**config.mk**
```make
export PLATFORM = sky130hd
export DESIGN_NAME = rtcal_alarm_regs
export DESIGN_NICKNAME = d
export VERILOG_FILES = /design/src/rtl/rtcal_pkg.sv /design/src/rtl/rtcal_match.sv /design/src/rtl/rtcal_alarm_regs.sv
export VERILOG_INCLUDE_DIRS = /design/src /design/src/rtl
export SDC_FILE = /design/constraint.sdc
export NUM_CORES = 1
export LEC_CHECK = 0
export BUFFER_PORTS_ARGS = -buffer_cell sky130_fd_sc_hd__buf_2
export CAP_MARGIN = 20
export CORE_UTILIZATION = 45
export DETAILED_ROUTE_END_ITERATION = 10
export PLACE_DENSITY = 0.81
export SLEW_MARGIN = 5
export SYNTH_ARGS = -nofsm -noshare
export SYNTH_HDL_FRONTEND = slang
export SYNTH_SLANG_ARGS = --single-unit
```
**constraint.sdc**
```tcl
create_clock -name core_clk_i -period 1.1 [get_ports core_clk_i]
set_input_delay 0 -clock core_clk_i [delete_from_list [all_inputs] [get_ports core_clk_i]]
set_output_delay 0 -clock core_clk_i [all_outputs]
set_load 0.02 [all_outputs]
```
**src/rtl/rtcal_consts.svh**
```systemverilog
`ifndef RTCAL_CONSTS_SVH
`define RTCAL_CONSTS_SVH

// Register offsets on the internal 4-bit address pointer
`define RTCAL_OFS_WEEKDAY 4'h3
`define RTCAL_OFS_WMIN 4'h8
`define RTCAL_OFS_WHOUR 4'h9
`define RTCAL_OFS_WDAY 4'ha
`define RTCAL_OFS_DMIN 4'hb
`define RTCAL_OFS_DHOUR 4'hc

// Stored field widths
`define RTCAL_MIN_W 7
`define RTCAL_HOUR_W 6
`define RTCAL_DAY_W 7
`define RTCAL_CODE_W 3

// Reset values of the stored fields (contents are undefined after power-up)
`define RTCAL_MIN_RST 7'h00
`define RTCAL_HOUR_RST 6'h00
`define RTCAL_DAY_RST 7'h00
`define RTCAL_CODE_RST 3'h0
`define RTCAL_RDATA_RST 8'h00

// Last legal weekday code before wrapping
`define RTCAL_CODE_LAST 3'h6

`endif

```
**src/rtl/rtcal_pkg.sv**
```systemverilog
package rtcal_pkg;
   typedef logic [7:0] rtcal_byte_t;
   typedef logic [3:0] rtcal_addr_t;
   typedef enum logic {
      RTCAL_ALARM_DAILY,
      RTCAL_ALARM_WEEKLY
   } rtcal_kind_t;
endpackage

```
**src/rtl/rtcal_match.sv**
```systemverilog
`timescale 1ns/1ps
`include "rtcal_consts.svh"

// Combinational time comparator for one alarm
module rtcal_match
   import rtcal_pkg::*;
#(
   parameter rtcal_kind_t KIND = RTCAL_ALARM_DAILY
) (
   input wire logic [`RTCAL_MIN_W-1:0] alarm_min_i,
   input wire logic [`RTCAL_HOUR_W-1:0] alarm_hour_i,
   input wire logic [`RTCAL_DAY_W-1:0] day_mask_i,
   input wire logic [`RTCAL_MIN_W-1:0] cur_min_i,
   input wire logic [`RTCAL_HOUR_W-1:0] cur_hour_i,
   input wire logic [`RTCAL_CODE_W-1:0] cur_code_i,
   output logic match_o
);

   logic time_eq;
   logic day_ok;

   // Raw compare of the hour byte: D5 carries the half-day flag or the
   // tens-of-twenty bit, and the counters use the same coding either way
   assign time_eq = (alarm_min_i == cur_min_i) &&
                    (alarm_hour_i == cur_hour_i);

   // Code 7 is outside the mask, so a weekly alarm never matches on it
   always_comb begin
      day_ok = 1'b1;
      if (KIND == RTCAL_ALARM_WEEKLY) begin
         day_ok = (cur_code_i <= `RTCAL_CODE_LAST) &&
                  day_mask_i[cur_code_i];
      end
   end

   assign match_o = time_eq && day_ok;

endmodule

```
**src/rtl/rtcal_alarm_regs.sv**
```systemverilog
`timescale 1ns/1ps
`include "rtcal_consts.svh"

// Notes on behaviour
// - Weekly minute at 8h keeps a 7-bit BCD minute; bit 7 reads zero.
// - Weekly hour at 9h keeps a 6-bit BCD hour; bits 7 and 6 read zero.
// - Weekly day mask at Ah keeps seven enable bits; bit 7 reads zero.
// - Daily minute at Bh keeps a 7-bit BCD minute; bit 7 reads zero.
// - Daily hour at Ch keeps a 6-bit BCD hour; bits 7 and 6 read zero.
// - Hour bit 5 is the afternoon flag in 12-hour mode, else tens of 20.
// - In 12-hour mode midnight is coded 12 and noon is coded 32.
// - Day mask bit n belongs to weekday code n, codes 0 to 6.
// - With all seven mask bits clear the weekly alarm never matches.
// - Stored alarm bits are undefined after power-up; unused bits read 0.
// - An alarm signals only while current time equals its preset time.
// - Weekday code counts 0 to 6, wraps to 0, and steps on day rollover.
module rtcal_alarm_regs
   import rtcal_pkg::*;
#(
   parameter int DAYS = 7
) (
   input wire logic core_clk_i,
   input wire logic rstn_i,
   input wire logic [3:0] reg_addr_i,
   input wire logic reg_wr_i,
   input wire logic [7:0] reg_wdata_i,
   input wire logic reg_rd_i,
   output logic [7:0] reg_rdata_o,
   input wire logic [`RTCAL_MIN_W-1:0] cur_min_i,
   input wire logic [`RTCAL_HOUR_W-1:0] cur_hour_i,
   input wire logic day_rollover_i,
   output logic [`RTCAL_CODE_W-1:0] weekday_code_o,
   output logic weekly_match_o,
   output logic daily_match_o
);

   // Elaboration check: the mask is indexed by a 3-bit septimal code
   if (DAYS != `RTCAL_DAY_W) begin : g_bad_days
      $error("rtcal_alarm_regs: DAYS must be 7");
   end

   ////////////////////////////////////////////////////////////////////////
   // Helpers

   // Address decode, used for both write and read paths
   function automatic logic hit(input rtcal_addr_t a, input rtcal_addr_t o);
      hit = (a == o);
   endfunction

   // Zero-extend a stored field into a bus byte
   function automatic rtcal_byte_t ext7(input logic [6:0] v);
      ext7 = {1'b0, v};
   endfunction

   ////////////////////////////////////////////////////////////////////////
   // Alarm storage

   logic [`RTCAL_MIN_W-1:0] wmin_r, wmin_nxt;
   logic [`RTCAL_HOUR_W-1:0] whour_r, whour_nxt;
   logic [`RTCAL_DAY_W-1:0] wday_r, wday_nxt;
   logic [`RTCAL_MIN_W-1:0] dmin_r, dmin_nxt;
   logic [`RTCAL_HOUR_W-1:0] dhour_r, dhour_nxt;

   // Upper bits are never stored, so they cannot read back as ones.
   // Values are not checked: a nonexistent time simply never matches.
   always_comb begin
      wmin_nxt = wmin_r;
      whour_nxt = whour_r;
      wday_nxt = wday_r;
      dmin_nxt = dmin_r;
      dhour_nxt = dhour_r;
      if (reg_wr_i) begin
         if (hit(reg_addr_i, `RTCAL_OFS_WMIN)) begin
            wmin_nxt = reg_wdata_i[`RTCAL_MIN_W-1:0];
         end
         if (hit(reg_addr_i, `RTCAL_OFS_WHOUR)) begin
            whour_nxt = reg_wdata_i[`RTCAL_HOUR_W-1:0];
         end
         if (hit(reg_addr_i, `RTCAL_OFS_WDAY)) begin
            wday_nxt = reg_wdata_i[`RTCAL_DAY_W-1:0];
         end
         if (hit(reg_addr_i, `RTCAL_OFS_DMIN)) begin
            dmin_nxt = reg_wdata_i[`RTCAL_MIN_W-1:0];
         end
         if (hit(reg_addr_i, `RTCAL_OFS_DHOUR)) begin
            dhour_nxt = reg_wdata_i[`RTCAL_HOUR_W-1:0];
         end
      end
   end

   // Contents count as undefined after power-up; zero is just one choice
   always_ff @(posedge core_clk_i or negedge rstn_i) begin
      if (!rstn_i) begin
         wmin_r <= `RTCAL_MIN_RST;
         whour_r <= `RTCAL_HOUR_RST;
         wday_r <= `RTCAL_DAY_RST;
         dmin_r <= `RTCAL_MIN_RST;
         dhour_r <= `RTCAL_HOUR_RST;
      end else begin
         wmin_r <= wmin_nxt;
         whour_r <= whour_nxt;
         wday_r <= wday_nxt;
         dmin_r <= dmin_nxt;
         dhour_r <= dhour_nxt;
      end
   end

   ////////////////////////////////////////////////////////////////////////
   // Weekday counter

   logic [`RTCAL_CODE_W-1:0] code_r, code_nxt;

   // A host write beats a rollover in the same cycle, so the new day sticks
   always_comb begin
      code_nxt = code_r;
      if (reg_wr_i && hit(reg_addr_i, `RTCAL_OFS_WEEKDAY)) begin
         code_nxt = reg_wdata_i[`RTCAL_CODE_W-1:0];
      end else if (day_rollover_i) begin
         if (code_r >= `RTCAL_CODE_LAST) begin
            code_nxt = `RTCAL_CODE_RST;
         end else begin
            code_nxt = code_r + 3'h1;
         end
      end
   end

   always_ff @(posedge core_clk_i or negedge rstn_i) begin
      if (!rstn_i) begin
         code_r <= `RTCAL_CODE_RST;
      end else begin
         code_r <= code_nxt;
      end
   end

   assign weekday_code_o = code_r;

   ////////////////////////////////////////////////////////////////////////
   // Read path

   rtcal_byte_t rdata_r, rdata_nxt;

   // Unmapped offsets read zero; data appears the cycle after the strobe
   always_comb begin
      rdata_nxt = rdata_r;
      if (reg_rd_i) begin
         rdata_nxt = `RTCAL_RDATA_RST;
         if (hit(reg_addr_i, `RTCAL_OFS_WEEKDAY)) begin
            rdata_nxt = {5'h00, code_r};
         end
         if (hit(reg_addr_i, `RTCAL_OFS_WMIN)) begin
            rdata_nxt = ext7(wmin_r);
         end
         if (hit(reg_addr_i, `RTCAL_OFS_WHOUR)) begin
            rdata_nxt = {2'h0, whour_r};
         end
         if (hit(reg_addr_i, `RTCAL_OFS_WDAY)) begin
            rdata_nxt = ext7(wday_r);
         end
         if (hit(reg_addr_i, `RTCAL_OFS_DMIN)) begin
            rdata_nxt = ext7(dmin_r);
         end
         if (hit(reg_addr_i, `RTCAL_OFS_DHOUR)) begin
            rdata_nxt = {2'h0, dhour_r};
         end
      end
   end

   always_ff @(posedge core_clk_i or negedge rstn_i) begin
      if (!rstn_i) begin
         rdata_r <= `RTCAL_RDATA_RST;
      end else begin
         rdata_r <= rdata_nxt;
      end
   end

   assign reg_rdata_o = rdata_r;

   ////////////////////////////////////////////////////////////////////////
   // Comparators

   logic weekly_hit, daily_hit;
   logic wmatch_r, wmatch_nxt;
   logic dmatch_r, dmatch_nxt;

   rtcal_match #(
      .KIND(RTCAL_ALARM_WEEKLY)
   ) u_weekly (
      .alarm_min_i(wmin_r),
      .alarm_hour_i(whour_r),
      .day_mask_i(wday_r),
      .cur_min_i(cur_min_i),
      .cur_hour_i(cur_hour_i),
      .cur_code_i(code_r),
      .match_o(weekly_hit)
   );

   rtcal_match #(
      .KIND(RTCAL_ALARM_DAILY)
   ) u_daily (
      .alarm_min_i(dmin_r),
      .alarm_hour_i(dhour_r),
      .day_mask_i(wday_r),
      .cur_min_i(cur_min_i),
      .cur_hour_i(cur_hour_i),
      .cur_code_i(code_r),
      .match_o(daily_hit)
   );

   // Registered so the match level is glitch free toward the flag logic
   always_comb begin
      wmatch_nxt = weekly_hit;
      dmatch_nxt = daily_hit;
   end

   always_ff @(posedge core_clk_i or negedge rstn_i) begin
      if (!rstn_i) begin
         wmatch_r <= 1'b0;
         dmatch_r <= 1'b0;
      end else begin
         wmatch_r <= wmatch_nxt;
         dmatch_r <= dmatch_nxt;
      end
   end

   assign weekly_match_o = wmatch_r;
   assign daily_match_o = dmatch_r;

endmodule

```
# Yosys cells after proc, flatten, opt, wreduce, memory -nomap -nowiden
# Index checks and enable logic that the tools add are counted.
# classes
n_addsub	1
order_cmp	3
n_eq_ne	10
muxes	11
n_reduce_logical	11
# ops
operator	n
2-to-1 mux 8 bit	5
== test 4 bit (second input constant)	5
== test 7 bit	2
== test 6 bit	2
2-to-1 mux 3 bit	4
AND reduction 2 bit	5
logical AND 1 bit	5
== test 4 x 2 -> 1 bit (second input constant)	1
less-than comparator 3 x 4 -> 1 bit (second input constant)	1
adder 3 x 1 -> 3 bit (second input constant)	1
binary-select mux 1 bit (select 3 bit)	1
>= comparator 3 bit (second input constant)	1
less-or-equal comparator 3 bit (second input constant)	1
nonzero test 2 bit	1
2-to-1 mux 1 bit	1
# totals
regBits	46
inputBits	30
word_cells	45

# Logic depth before layout (Yosys ltp)
# Gate-level depths: netlist of the first run.
# logic_depth
word_depth	7
mapped_depth	6
ltp_nobuf	5

# Cells and area by module
# Synthesis of the first run repeated with hierarchy kept, for this count alone.
# unflattened
cells_unflattened	189
area_unflattened_um2	2473.6
# by_module_without_submodules
module	instances	cells_each	area_per_inst_um2
rtcal_alarm_regs	1	148	2122.0
rtcal_match (u_weekly)	1	24	206.4
rtcal_match (u_daily)	1	17	145.1

# Worst setup path after synthesis of the first run
# Ideal clock, no wire load.
# synth_path
kind	flip-flop to flip-flop
from	register code_r[0], in the netlist weekday_code_o[0]
to	register wmatch_r, in the netlist weekly_match_o
t_arrival_ns	1.270
t_required_ns	0.975
path_slack_ns	-0.295
path_stages_with_launch	4
path_buffers	0
period_less_slack_ns	1.395
path_cell_list	dfrtp_1 -> mux4_2 -> o21ai_0 -> nor4_1
# synth_via
elab_chain_cells	4
# synth_rtl
item	line	rtl
from (decl)	rtcal_alarm_regs.sv:111	logic [`RTCAL_CODE_W-1:0] code_r, code_nxt;
from (signal assigned)	rtcal_alarm_regs.sv:129	code_r <= `RTCAL_CODE_RST;
from (signal assigned)	rtcal_alarm_regs.sv:131	code_r <= code_nxt;
binary-select mux 1 bit (select 3 bit)	rtcal_match.sv:32	day_mask_i[cur_code_i];
2-to-1 mux 1 bit (not written as such)	rtcal_match.sv:32	
logical AND 1 bit (*)	rtcal_match.sv:31	day_ok = (cur_code_i <= `RTCAL_CODE_LAST) &&
logical AND 1 bit (*)	rtcal_match.sv:36	assign match_o = time_eq && day_ok;
via u_weekly.match_o	rtcal_match.sv:16	output logic match_o
to (signal assigned)	rtcal_alarm_regs.sv:220	wmatch_r <= wmatch_nxt;
to (decl)	rtcal_alarm_regs.sv:182	logic wmatch_r, wmatch_nxt;
# Mark *: on every way through the listed nets, which the timed path passes. The rest lies on a longest branch. The select of a mux whose other input is x is not followed.
# A chain may end at the register's enable or synchronous reset.

# Final worst setup path of the first run
# layout_path
from	register dmin_r[0]
to	register dmatch_r, in the netlist daily_match_o
# layout_via
elab_chain_cells	2
# layout_rtl
item	line	rtl
from (decl)	rtcal_alarm_regs.sv:61	logic [`RTCAL_MIN_W-1:0] dmin_r, dmin_nxt;
from (signal assigned)	rtcal_alarm_regs.sv:97	dmin_r <= `RTCAL_MIN_RST;
from (signal assigned)	rtcal_alarm_regs.sv:103	dmin_r <= dmin_nxt;
== test 7 bit	rtcal_match.sv:24	assign time_eq = (alarm_min_i == cur_min_i) &&
logical AND 1 bit	rtcal_match.sv:24	
via daily_hit	rtcal_alarm_regs.sv:181	logic weekly_hit, daily_hit;
to (signal assigned)	rtcal_alarm_regs.sv:221	dmatch_r <= dmatch_nxt;
to (decl)	rtcal_alarm_regs.sv:183	logic dmatch_r, dmatch_nxt;
# The timed path passes the listed nets, and every way through them passes these cells.

==> results, run 1 <==
- The run finished, with violations left.
- The final reports fail on negative setup slack.
- VDD sags by at most 616.1 uV.
- The die is 75.18 um wide.
- The repair_antennas step left the layout with diodes totalling 0.
- The number of warnings printed during yosys synthesis is 0.
- For met3 alone, demand over resource in global routing was 0.05355.
- The post-synthesis cell type count is 39.
- The I/O pin total is 43.
- The global-route track usage on met2 is 0.4174.
- Counting flops with a built-in enable in the synthesized netlist gives 0.
- The full die area is 5652 um^2.
- Wires add up to 6525 um.
- The leading area contributor after synthesis is sky130_fd_sc_hd__dfrtp_1.
- The async set or reset register ratio after synthesis is 1.000.
- Using the TritonRoute via totals, the vias-per-cell ratio works out to 5.455.
- The via count of the first global-routing pass is 1902.
- The worst min-delay path category is in -> reg.
- The filler cells instantiated in the layout total 393.
- Of the total power, the share spent switching nets is 0.3229.
- Synthesis produced a netlist with a net count of 231.
- The first global-routing pass estimated 9956 um of wire.
- The design draws 5740 uW.
- For met1 alone, demand over resource in global routing was 0.3218.
- The finished layout cell area is 3369 um^2.
- The total of endpoints with negative setup slack in the final report is 11.
- The part of the total power dissipated in combinational logic is 0.365.
- The count of nets left with antenna violations once routing finished came out at 0.
- A synthesized cell averages 12.05 um^2.
- The area of the core is 5140 um^2.
- The deepest clock path buffer count is 2.
- The area share of the largest cell type after synthesis is 0.4673.
- The CTS sink count is 45.
- The critical path arrival is 1.57 ns.
- For the finished layout, the period the worst path requires is 1.372 ns.
- After global routing the overflow that remains totals 0.
- Row generation in the floorplan step produced 26 rows.
- The analysis attributes to cell leakage a power of 0.001505 uW.
- The peak clock frequency supported by timing is 0.7289 GHz.
- The final net count is 318.
- After detailed routing, the average wire length per cell comes to 18.23 um.
- After synthesis, the cell types taking the most area are sky130_fd_sc_hd__dfrtp_1, sky130_fd_sc_hd__mux2_2, sky130_fd_sc_hd__xor2_1.
- For this run, the detailed router's first-pass iteration total came to 4.
- The count of buffers from port buffering is 40.
- The sequential fraction of design power is 0.415.
- The share of synthesized area occupied by flip-flops and latches is 0.4673.
- The final period utilization is 1.247.
- The final core utilization is 0.6556.
- Counting flops and latches in the post-synthesis netlist gives 45.
- The placed instance area is 3062 um^2.
- The clock slew at the register clock pins of the worst setup and hold paths is 0.09 ns.
- The clock insertion delay at the later pin of the skew report is 0.30 ns.
- The largest clock skew in the final design is 0.005243 ns.
- On the critical path, the stage with the largest delay is an instance of sky130_fd_sc_hd__dfrtp_1.
- The part of the power in the clock network is 0.220.
- The signal on the critical path passes through xor2_1 > nor4_1 > nand4_1 > nor4_2.
- Setup repair after global routing could not meet its margin everywhere.
- At the end of routability-driven placement, the weighted congestion stood at 0.8888.
- The category of the worst setup path capture point is a register.
- The H-tree was split into 2 levels.
- The total power per unit cell area is 1704 nW/um^2.
- The total of max-cap violations is 0.
- The maximum number of pins on one net before global-route repair is 46.
- The flip-flop cell with the highest count after synthesis is sky130_fd_sc_hd__dfrtp_1.
- The final number of hold-violating endpoints is 0.
- The type of element launching the critical path is a register.
- The placed wire-length estimate is 4611 um.
- The all-layer global routing usage is 0.2495.
- The synthesized instance count is 200.
- The setup path with the least slack is of type reg -> reg.
- The number of antenna violations at the first check in global routing is 0.
- The final max-slew violation count was 0.
- In this run the power spent charging and discharging nets is 1853 uW.
- The CTS tree is done.
- For this block, the initial DRC count from the detailed router was 106.
- The delay of the slowest cell on the worst path is 0.42 ns.
- Hold timing on the final database bottoms out at a slack of 0.01481 ns.
- In this run the most used layer during global routing was met2.
- The final setup slack of the worst path is -0.2719 ns.
- The most instantiated library cell after synthesis is sky130_fd_sc_hd__dfrtp_1.
- The internal portion of the total power is 3887 uW.
- The share of final-layout standard cells stronger than drive strength 1 is 0.5590.
- For this run, design rule violations remaining after detail routing come to 0.
- The effective utilization at floorplan is 0.4688.
- The cell chosen for the clock root is sky130_fd_sc_hd__clkbuf_8.
- Of all nets on the critical path, the largest fanout is 2.
- The area growth from synthesis to layout is 39.82%.
- The commonest cells after synthesis are sky130_fd_sc_hd__dfrtp_1, sky130_fd_sc_hd__mux2_2, sky130_fd_sc_hd__xor2_1, sky130_fd_sc_hd__xnor2_1.
- The number of buffers added by the clock tree synthesis step is 5.
- The post-synthesis instance area is 2410 um^2.
- The die height is 75.18 um.
- The via total after detailed routing is 1953.
- STA puts the critical path data required time at 1.30 ns.
## repair_timing
item                       4_1_cts  5_1_grt
pin swaps                       15        8
hold buffers                     6        0
hold endpoints to repair        56        0
setup endpoints to repair       12       13
resized for setup               19       13
setup buffers                    1        1
gates cloned                     0        0
## critical path: cells and delay by family, from the launching register on
kind          cells  cell delay, ns
xor+xnor          1            0.16
simple gates      3            0.69
flops             1            0.42
## sequential cells by signal (all words and copies together), names as in the netlist
signal	cells
weekday_code_o	3
reg_rdata_o	7
whour_r	6
wmin_r	7
dhour_r	6
daily_match_o	1
dmin_r	7
wday_r	7
weekly_match_o	1
## area by class of cell
type                            count  area, um^2  share of cell area
Multi-Input combinational cell    142        1383              0.4103
Sequential cell                    45        1130              0.3353
Timing Repair Buffer               88       636.9              0.1890
Tap cell                           70       87.58             0.02599
Clock buffer                        6       72.57             0.02154
Clock inverter                      2       38.79             0.01151
Inverter                            5       21.27            0.006313
## worst paths after layout
check                          startpoint           endpoint  slack, ns  cells after the start
min in group asynchronous          rstn_i     reg_rdata_o[0]       0.21                      3
hold / removal             reg_wdata_i[4]         whour_r[4]       0.01                      2
setup / recovery                dmin_r[0]      daily_match_o      -0.27                      4
max in group asynchronous          rstn_i  weekday_code_o[1]       0.67                      3
setup reg to reg                dmin_r[0]      daily_match_o      -0.27                      4
hold reg to reg            reg_rdata_o[4]     reg_rdata_o[4]       0.52                      2
## power by group through the flow
stage / Combinational (uW) / Sequential [uW] / Clock, uW
3_3_place_gp: 1740 / 2350 / 0
2_1_floorplan: 920 / 2410 / 0
6_report: 2100 / 2380 / 1260
3_5_place_dp: 1790 / 2370 / 0
5_1_grt: 2240 / 2430 / 1340
4_1_cts: 1940 / 2370 / 1270
## kinds of logic after synthesis
logic type / after synthesis / share of synthesized area
DFF: 45 / 0.4673
and+or+nand+nor: 40 / 0.1002
AOI/OAI and AO/OA: 29 / 0.07789
xor gates and xnor gates: 26 / 0.09450
adders and majority gates: 1 / 0.005191
other: 1 / 0.001556
buffers and inverters: 13 / 0.02700
muxes: 45 / 0.2264
## placed cells by master, fill, tap and decap left out, types with 5 or more instances in the layout
master / instances
sky130_fd_sc_hd__buf_2: 38
sky130_fd_sc_hd__buf_4: 36
sky130_fd_sc_hd__buf_6: 5
sky130_fd_sc_hd__clkbuf_8: 5
sky130_fd_sc_hd__dfrtp_1: 42
sky130_fd_sc_hd__dlygate4sd3_1: 6
sky130_fd_sc_hd__mux2_2: 29
sky130_fd_sc_hd__mux2_4: 7
sky130_fd_sc_hd__nor2_1: 6
sky130_fd_sc_hd__o21ai_1: 5
sky130_fd_sc_hd__xnor2_1: 11
sky130_fd_sc_hd__xor2_1: 15
## metal layers
| metal | up-vias | routed length, um |
|---|---|---|
| li1 | 900 | - |
| met1 | 983 | 2900 |
| met2 | 62 | 3214 |
| met3 | 8 | 298 |
| met4 | 0 | 111 |
| met5 | - | 0 |
## per-stage QoR
| stage | setup slack, ns | std cells | setup TNS [ns] |
|---|---|---|---|
| 2_1_floorplan | -0.1666 | 200 | -1.423 |
| 3_3_place_gp | -0.2835 | 342 | -5.240 |
| 3_5_place_dp | -0.3007 | 342 | -6.494 |
| 4_1_cts | -0.2345 | 357 | -1.391 |
| 5_1_grt | -0.3246 | 358 | -2.002 |
| 6_report | -0.2719 | 358 | -1.480 |
(Power assumes the default switching activity.)
==> run 2: changes to the inputs <==
--- a/config.mk
+++ b/config.mk
@@ -9,8 +9,10 @@
 export BUFFER_PORTS_ARGS = -buffer_cell sky130_fd_sc_hd__buf_2
 export CAP_MARGIN = 20
 export CORE_UTILIZATION = 45
+export CTS_BUF_LIST = sky130_fd_sc_hd__clkbuf_8 sky130_fd_sc_hd__clkbuf_16
 export DETAILED_ROUTE_END_ITERATION = 10
 export PLACE_DENSITY = 0.81
+export SKIP_CTS_REPAIR_TIMING = 1
 export SLEW_MARGIN = 5
 export SYNTH_ARGS = -nofsm -noshare
 export SYNTH_HDL_FRONTEND = slang
==> results, run 2 (same netlist as run 1, synthesis figures left out) <==
- The CTS tree is done.
- The clock slew at the register clock pins of the worst setup and hold paths is 0.09 ns.
- The full die area is 5652 um^2.
- The library cell used most frequently in the layout, excluding fill and tap cells, is sky130_fd_sc_hd__dfrtp_1.
- The via count of the first global-routing pass came to 1859.
- Setup total negative slack on the finished layout was measured at -1.530 ns.
- The routed wirelength normalized by instance count is 18.37 um.
- The maximum number of pins on one net before global-route repair is 46.
- For the final database, setup skew stands at 0.004349 ns.
- The highest fanout seen on the critical path is 2.
- The start-to-end type of the worst setup path is reg -> reg.
- The placed wire-length estimate is 4611 um.
- The aggregate routed wire length is 6522 um.
- The effective utilization at floorplan is 0.4688.
- The maximum vdd ir drop is 617.3 uV.
- The library cell contributing the largest single delay on the critical path is sky130_fd_sc_hd__dfrtp_1.
- The number of instances in the placed design is 342.
- In this run, the number of DRC markers left after iteration 0 of detailed routing was 147.
- The largest single stage delay on the critical path is 0.41 ns.
- For the worst setup path, the data arrival time is 1.61 ns.
- The deepest clock path buffer count is 2.
- The flow ran to the end, but the final reports show violations.
- The global-route congestion overflow total is 0.
- The I/O pin total is 43.
- Overall power consumption after layout is estimated at 5667 uW.
- Leaving out fill and tap cells, the most frequent cells in the layout are sky130_fd_sc_hd__dfrtp_1, sky130_fd_sc_hd__buf_2, sky130_fd_sc_hd__buf_4.
- The total of endpoints with negative setup slack in the final report is 10.
- Hold timing on the final database bottoms out at a slack of -0.02484 ns.
- In the finished design, the share of the clock period the worst path needs comes to 1.277.
- In this run the remaining antenna-violating nets after routing total 0.
- The via total after detailed routing is 1975.
- The layout overhead on the synthesized area is 38.37%.
- For this run, the total global-route usage over all layers was measured as 0.2431.
- In this run the worst hold path is classified as in -> reg.
- STA classifies the critical path startpoint as a register.
- The final setup slack of the worst path is -0.3044 ns.
- At the worst endpoint, the required time is 1.30 ns.
- For this design, the sink count on the clock tree is 45.
- At the later pin of the worst-skew pair, clock insertion delay measures 0.30 ns.
- The post-route minimum period is 1.404 ns.
- The area of the core is 5140 um^2.
- Setup repair after global routing could not meet its margin everywhere.
- STA classifies the critical path endpoint as a register.
- Among cell families on the critical path, the largest total delay comes from simple AND/OR/NAND/NOR gates.
- After detailed routing, the number of remaining DRC violations is 0.
- The number of buffers added by the clock tree synthesis step is 5.
- The total power per unit cell area is 1700 nW/um^2.
- The count of TritonRoute iterations in the first routing pass is 4.
- The H-tree depth is 2.
- The final net count is 315.
- The final max-slew violation count is 0.
- The first global-routing pass estimated 9673 um of wire.
- The checks that failed: negative hold slack, negative setup slack.
- The finished layout cell area is 3334 um^2.
- Across the run, the number of max-cap violations was 0.
- The site row count is 26.
- Routability-driven placement finished with a final weighted congestion of 0.8888.
- Buffers placed on the I/O ports in this run total 40.
- Summed over all cells, the static leakage comes to 0.001500 uW.
- The number of antenna violations at the first check in global routing is 0.
- The placed instances occupy a cell area of 3062 um^2.
- Based on the critical path, the design can be clocked at up to 0.7121 GHz.
- The final number of hold-violating endpoints is 1.
- Excluding fillers, the count of instances in the completed layout stands at 355.
- The share of final-layout standard cells stronger than drive strength 1 is 0.5579.
- Traced cell by cell, the critical path runs through xor2_1 > nor4_1 > nand4_1 > nor4_2.
- The detail-routed via count per cell is 5.563.
- The die extent in x is 75.18 um.
- The count of inserted antenna diode cells is 0.
- The number of buffers and inverters on the critical path is 0.
- The cell sitting at the root of the clock tree is a sky130_fd_sc_hd__clkbuf_8.
- The die is 75.18 um tall.
[run 2: report_power, final]
| group | total (uW) | switching, uW | internal [uW] |
|---|---|---|---|
| sequential | 2390 | 376 | 2020 |
| clock | 1260 | 583 | 673 |
| combinational | 2020 | 878 | 1140 |
[run 2: stage by stage]
| step | setup WS, ns | utilization |
|---|---|---|
| 3_3_place_gp | -0.2835 | 0.5957 |
| 6_report | -0.3044 | 0.6487 |
| 5_1_grt | -0.3374 | 0.6487 |
| 3_5_place_dp | -0.3007 | 0.5957 |
| 2_1_floorplan | -0.1666 | - |
| 4_1_cts | -0.3184 | 0.6173 |
[run 2: cell type report]
type,count,area [um^2]
fillers,397,1805
clock inverters,3,42.54
clock buffers,5,68.82
well taps,70,87.58
multi-input cells,142,1381
repair buffers,85,601.8
flip-flops and latches,45,1131
inverters,5,21.27
[run 2: worst register-to-register path, delay by kind of cell, from the launching register on]
kind	cells	cell delay, ns
xor gates and xnor gates	1	0.16
DFF	1	0.41
and+or+nand+nor	3	0.75
[run 2: path summary, 6_finish.rpt]
path | from | to | slack, ns | cells after the start
max | dmin_r[0] | daily_match_o | -0.30 | 4
min | reg_wdata_i[2] | weekday_code_o[2] | -0.02 | 3
max reg2reg | dmin_r[0] | daily_match_o | -0.30 | 4
min reg2reg | reg_rdata_o[4] | reg_rdata_o[4] | 0.52 | 2
max in group asynchronous | rstn_i | weekday_code_o[1] | 0.68 | 3
min in group asynchronous | rstn_i | weekday_code_o[2] | 0.20 | 3
[run 2: layer usage]
metal,routed length (um),track usage,vias to the layer above
met5,0,0,-
met4,214,0.07613,0
met3,374,0.05622,16
met2,3147,0.4084,72
met1,2784,0.3138,989
li1,-,-,898
==> run 3: changes to the inputs <==
--- a/config.mk
+++ b/config.mk
@@ -6,12 +6,13 @@
 export SDC_FILE = /design/constraint.sdc
 export NUM_CORES = 1
 export LEC_CHECK = 0
-export BUFFER_PORTS_ARGS = -buffer_cell sky130_fd_sc_hd__buf_2
 export CAP_MARGIN = 20
 export CORE_UTILIZATION = 45
 export CTS_BUF_LIST = sky130_fd_sc_hd__clkbuf_8 sky130_fd_sc_hd__clkbuf_16
+export CTS_CLUSTER_SIZE = 30
 export DETAILED_ROUTE_END_ITERATION = 10
-export PLACE_DENSITY = 0.81
+export DONT_BUFFER_PORTS = 1
+export PLACE_DENSITY = 0.74
 export SKIP_CTS_REPAIR_TIMING = 1
 export SLEW_MARGIN = 5
 export SYNTH_ARGS = -nofsm -noshare
==> results, run 3 (same netlist as run 1, synthesis figures left out) <==
- The run finished, with violations left.
- The checks that failed: negative hold slack, negative setup slack.
- The depth of the worst register-to-register path is 4.
- The final number of hold-violating endpoints is 3.
- For this run, the share of the core covered by cells in the final layout is 0.6341.
- For this run, the slowest stage of the critical path takes 0.42 ns.
- Counting I/O delays and the setup requirement, the final critical path takes 1.413 ns.
- The layout overhead on the synthesized area is 35.25%.
- The detailed router placed 1901 vias in this run.
- The number of buffers added by the clock tree synthesis step is 5.
- The tightest min-delay check is of the in -> reg type.
- The slowest stage of the critical path is the sky130_fd_sc_hd__dfrtp_1 cell.
- The final period utilization is 1.285.
- The critical path in this run is classified as reg -> reg.
- Wires add up to 6719 um.
- The most common library cell in the layout ignoring fill and taps is sky130_fd_sc_hd__dfrtp_1.
- The worst hold path depth is 2.
- The critical path arrival is 1.63 ns.
- The total overflow left after global routing is 0.
- Setup violations remaining at the end of the flow were counted as 11.
- The detailed router's first-iteration violation count is 245.
- Max-cap violations in this run came to 0.
- The buffer and inverter count on the worst path is 0.
- The worst-case register-to-register setup slack is -0.31 ns.
- The worst-case IR drop observed on VDD is 829.4 uV.
- In this run the remaining antenna-violating nets after routing total 0.
- Traced cell by cell, the critical path runs through xor2_1 > nor4_2 > nand3_1 > nor4_2.
- The final setup slack of the worst path is -0.3133 ns.
- The initial utilization of the core area, before any placement, comes to 0.4688.
- The detail-routed via count per cell is 5.778.
- The fill cell total of the finished layout is 402.
- The number of antenna violations at the first check in global routing is 0.
- Before antenna repair, the detailed router went through 4 iterations.
- The worst setup path is captured at a register.
- At the worst endpoint, the required time is 1.32 ns.
- Summing all placed instances gives a cell area of 2781 um^2.
- Setup repair after global routing could not meet its margin everywhere.
- Among the stages of the critical path, the cell type that occurs most often is sky130_fd_sc_hd__nor4_2.
- In this run the critical register-to-register path is launched from wmin_r[0].
- The via count of the first global-routing pass is 1744.
- The peak clock frequency supported by timing is 0.7076 GHz.
- In this run the most critical hold path is launched from reg_addr_i[1].
- In this run the worst path has a maximum fanout of 3.
- The reported leakage power is 0.001374 uW.
- The endpoint identified for the worst register-to-register timing path is weekly_match_o.
- The total power per unit cell area is 1665 nW/um^2.
- At the end of routability-driven placement, the weighted congestion stood at 0.8934.
- Entering global routing, the biggest net connects 46 pins.
- The finished cells cover 3259 um^2.
- The largest clock skew in the final design is 0.009886 ns.
- The floorplan step set the die width to 75.18 um.
- For this run, the post-layout net count is 289.
- The share of final-layout standard cells stronger than drive strength 1 is 0.4402.
- The count of buffers from port buffering is 0.
- The clock net in this run drives a total of 45 sinks.
- In this run the core area contains 26 standard-cell rows.
- The type of element launching the critical path is a register.
- The wire length of the first global-routing pass is 9232 um.
- The path with the worst hold slack has its endpoint at reg_rdata_o[2].
- The post-route DRC violation count is 0.
- 0 antenna diodes ended up in the layout.
- The kind of cell adding the most delay to the critical path is simple AND/OR/NAND/NOR gates.
- The longest clock path from root to sink contains 2 buffers.
- The final max-slew violation count was 0.
- In this run the vertical extent of the chip is 75.18 um.
- The worst slack on hold paths is -0.01750 ns.
- Summed over all nets, the half-perimeter wirelength after detailed placement is 4538 um.
- The all-layer global routing usage is 0.2347.
- In the layout the commonest cells are sky130_fd_sc_hd__dfrtp_1, sky130_fd_sc_hd__buf_4, sky130_fd_sc_hd__mux2_2.
- The full die area is 5652 um^2.
- Clock-pin slew was measured on the worst setup and hold paths at 0.09 ns.
- Dividing the detail-routed wire length by the instance count gives 20.42 um.
- The tree is rooted in a sky130_fd_sc_hd__clkbuf_8.
- For the worst-skew pair, the clock arrives at the later sink with an insertion delay of 0.30 ns.
- The H-tree generated during clock tree synthesis spans 2 levels.
- The I/O pin total is 43.
- TritonCTS built the clock tree.
- The area of the core is 5140 um^2.
[run 3: how the worst max path moves through the flow]
stage / startpoint / to / slack [ns] / depth (start not counted)
2_1_floorplan: weekday_code_o[0] / weekly_match_o / -0.17 / 3
6_report: wmin_r[0] / weekly_match_o / -0.31 / 4
5_1_grt: whour_r[2] / weekly_match_o / -0.36 / 4
4_1_cts: whour_r[5] / weekly_match_o / -0.32 / 4
3_5_place_dp: whour_r[5] / weekly_match_o / -0.29 / 4
3_3_place_gp: whour_r[5] / weekly_match_o / -0.26 / 4
[run 3: worst register-to-register path, cell delays in order, from the launching register on]
cell	delay (ns)
sky130_fd_sc_hd__dfrtp_1	0.42
sky130_fd_sc_hd__xor2_1	0.18
sky130_fd_sc_hd__nor4_2	0.32
sky130_fd_sc_hd__nand3_1	0.18
sky130_fd_sc_hd__nor4_2	0.22
[run 3: final cells by class]
cell class	count	area, um^2	area share
Tap cell	70	87.58	0.02687
Sequential cell	45	1130	0.3466
Timing Repair Buffer	59	549.3	0.1685
Clock inverter	3	22.52	0.006910
Clock buffer	5	68.82	0.02111
Multi-Input combinational cell	142	1383	0.4242
Inverter	5	18.77	0.005758
[run 3: routing by layer]
layer | up-vias | GRT usage | routed length (um)
li1 | 849 | - | -
met1 | 942 | 0.2906 | 2795
met2 | 96 | 0.3764 | 3304
met3 | 14 | 0.06560 | 467
met4 | 0 | 0.1214 | 151
met5 | - | 0 | 0
[run 3: metrics by stage]
stage               worst slack (ns)  setup TNS [ns]  instances  total power, uW
floorplan                    -0.1666          -1.423        200             3326
global placement             -0.2583          -2.066        293             3867
detailed placement           -0.2935          -2.555        293             3917
CTS                          -0.3187          -1.906        301             4965
global route                 -0.3565          -2.304        329             5662
finish                       -0.3133          -1.809        329             5426
[run 3: power breakdown]
part / internal [uW] / switching (uW) / leakage, uW
Sequential: 2010 / 369 / 0.000556
Combinational: 1140 / 850 / 0.000770
Clock: 451 / 602 / 0.0000481
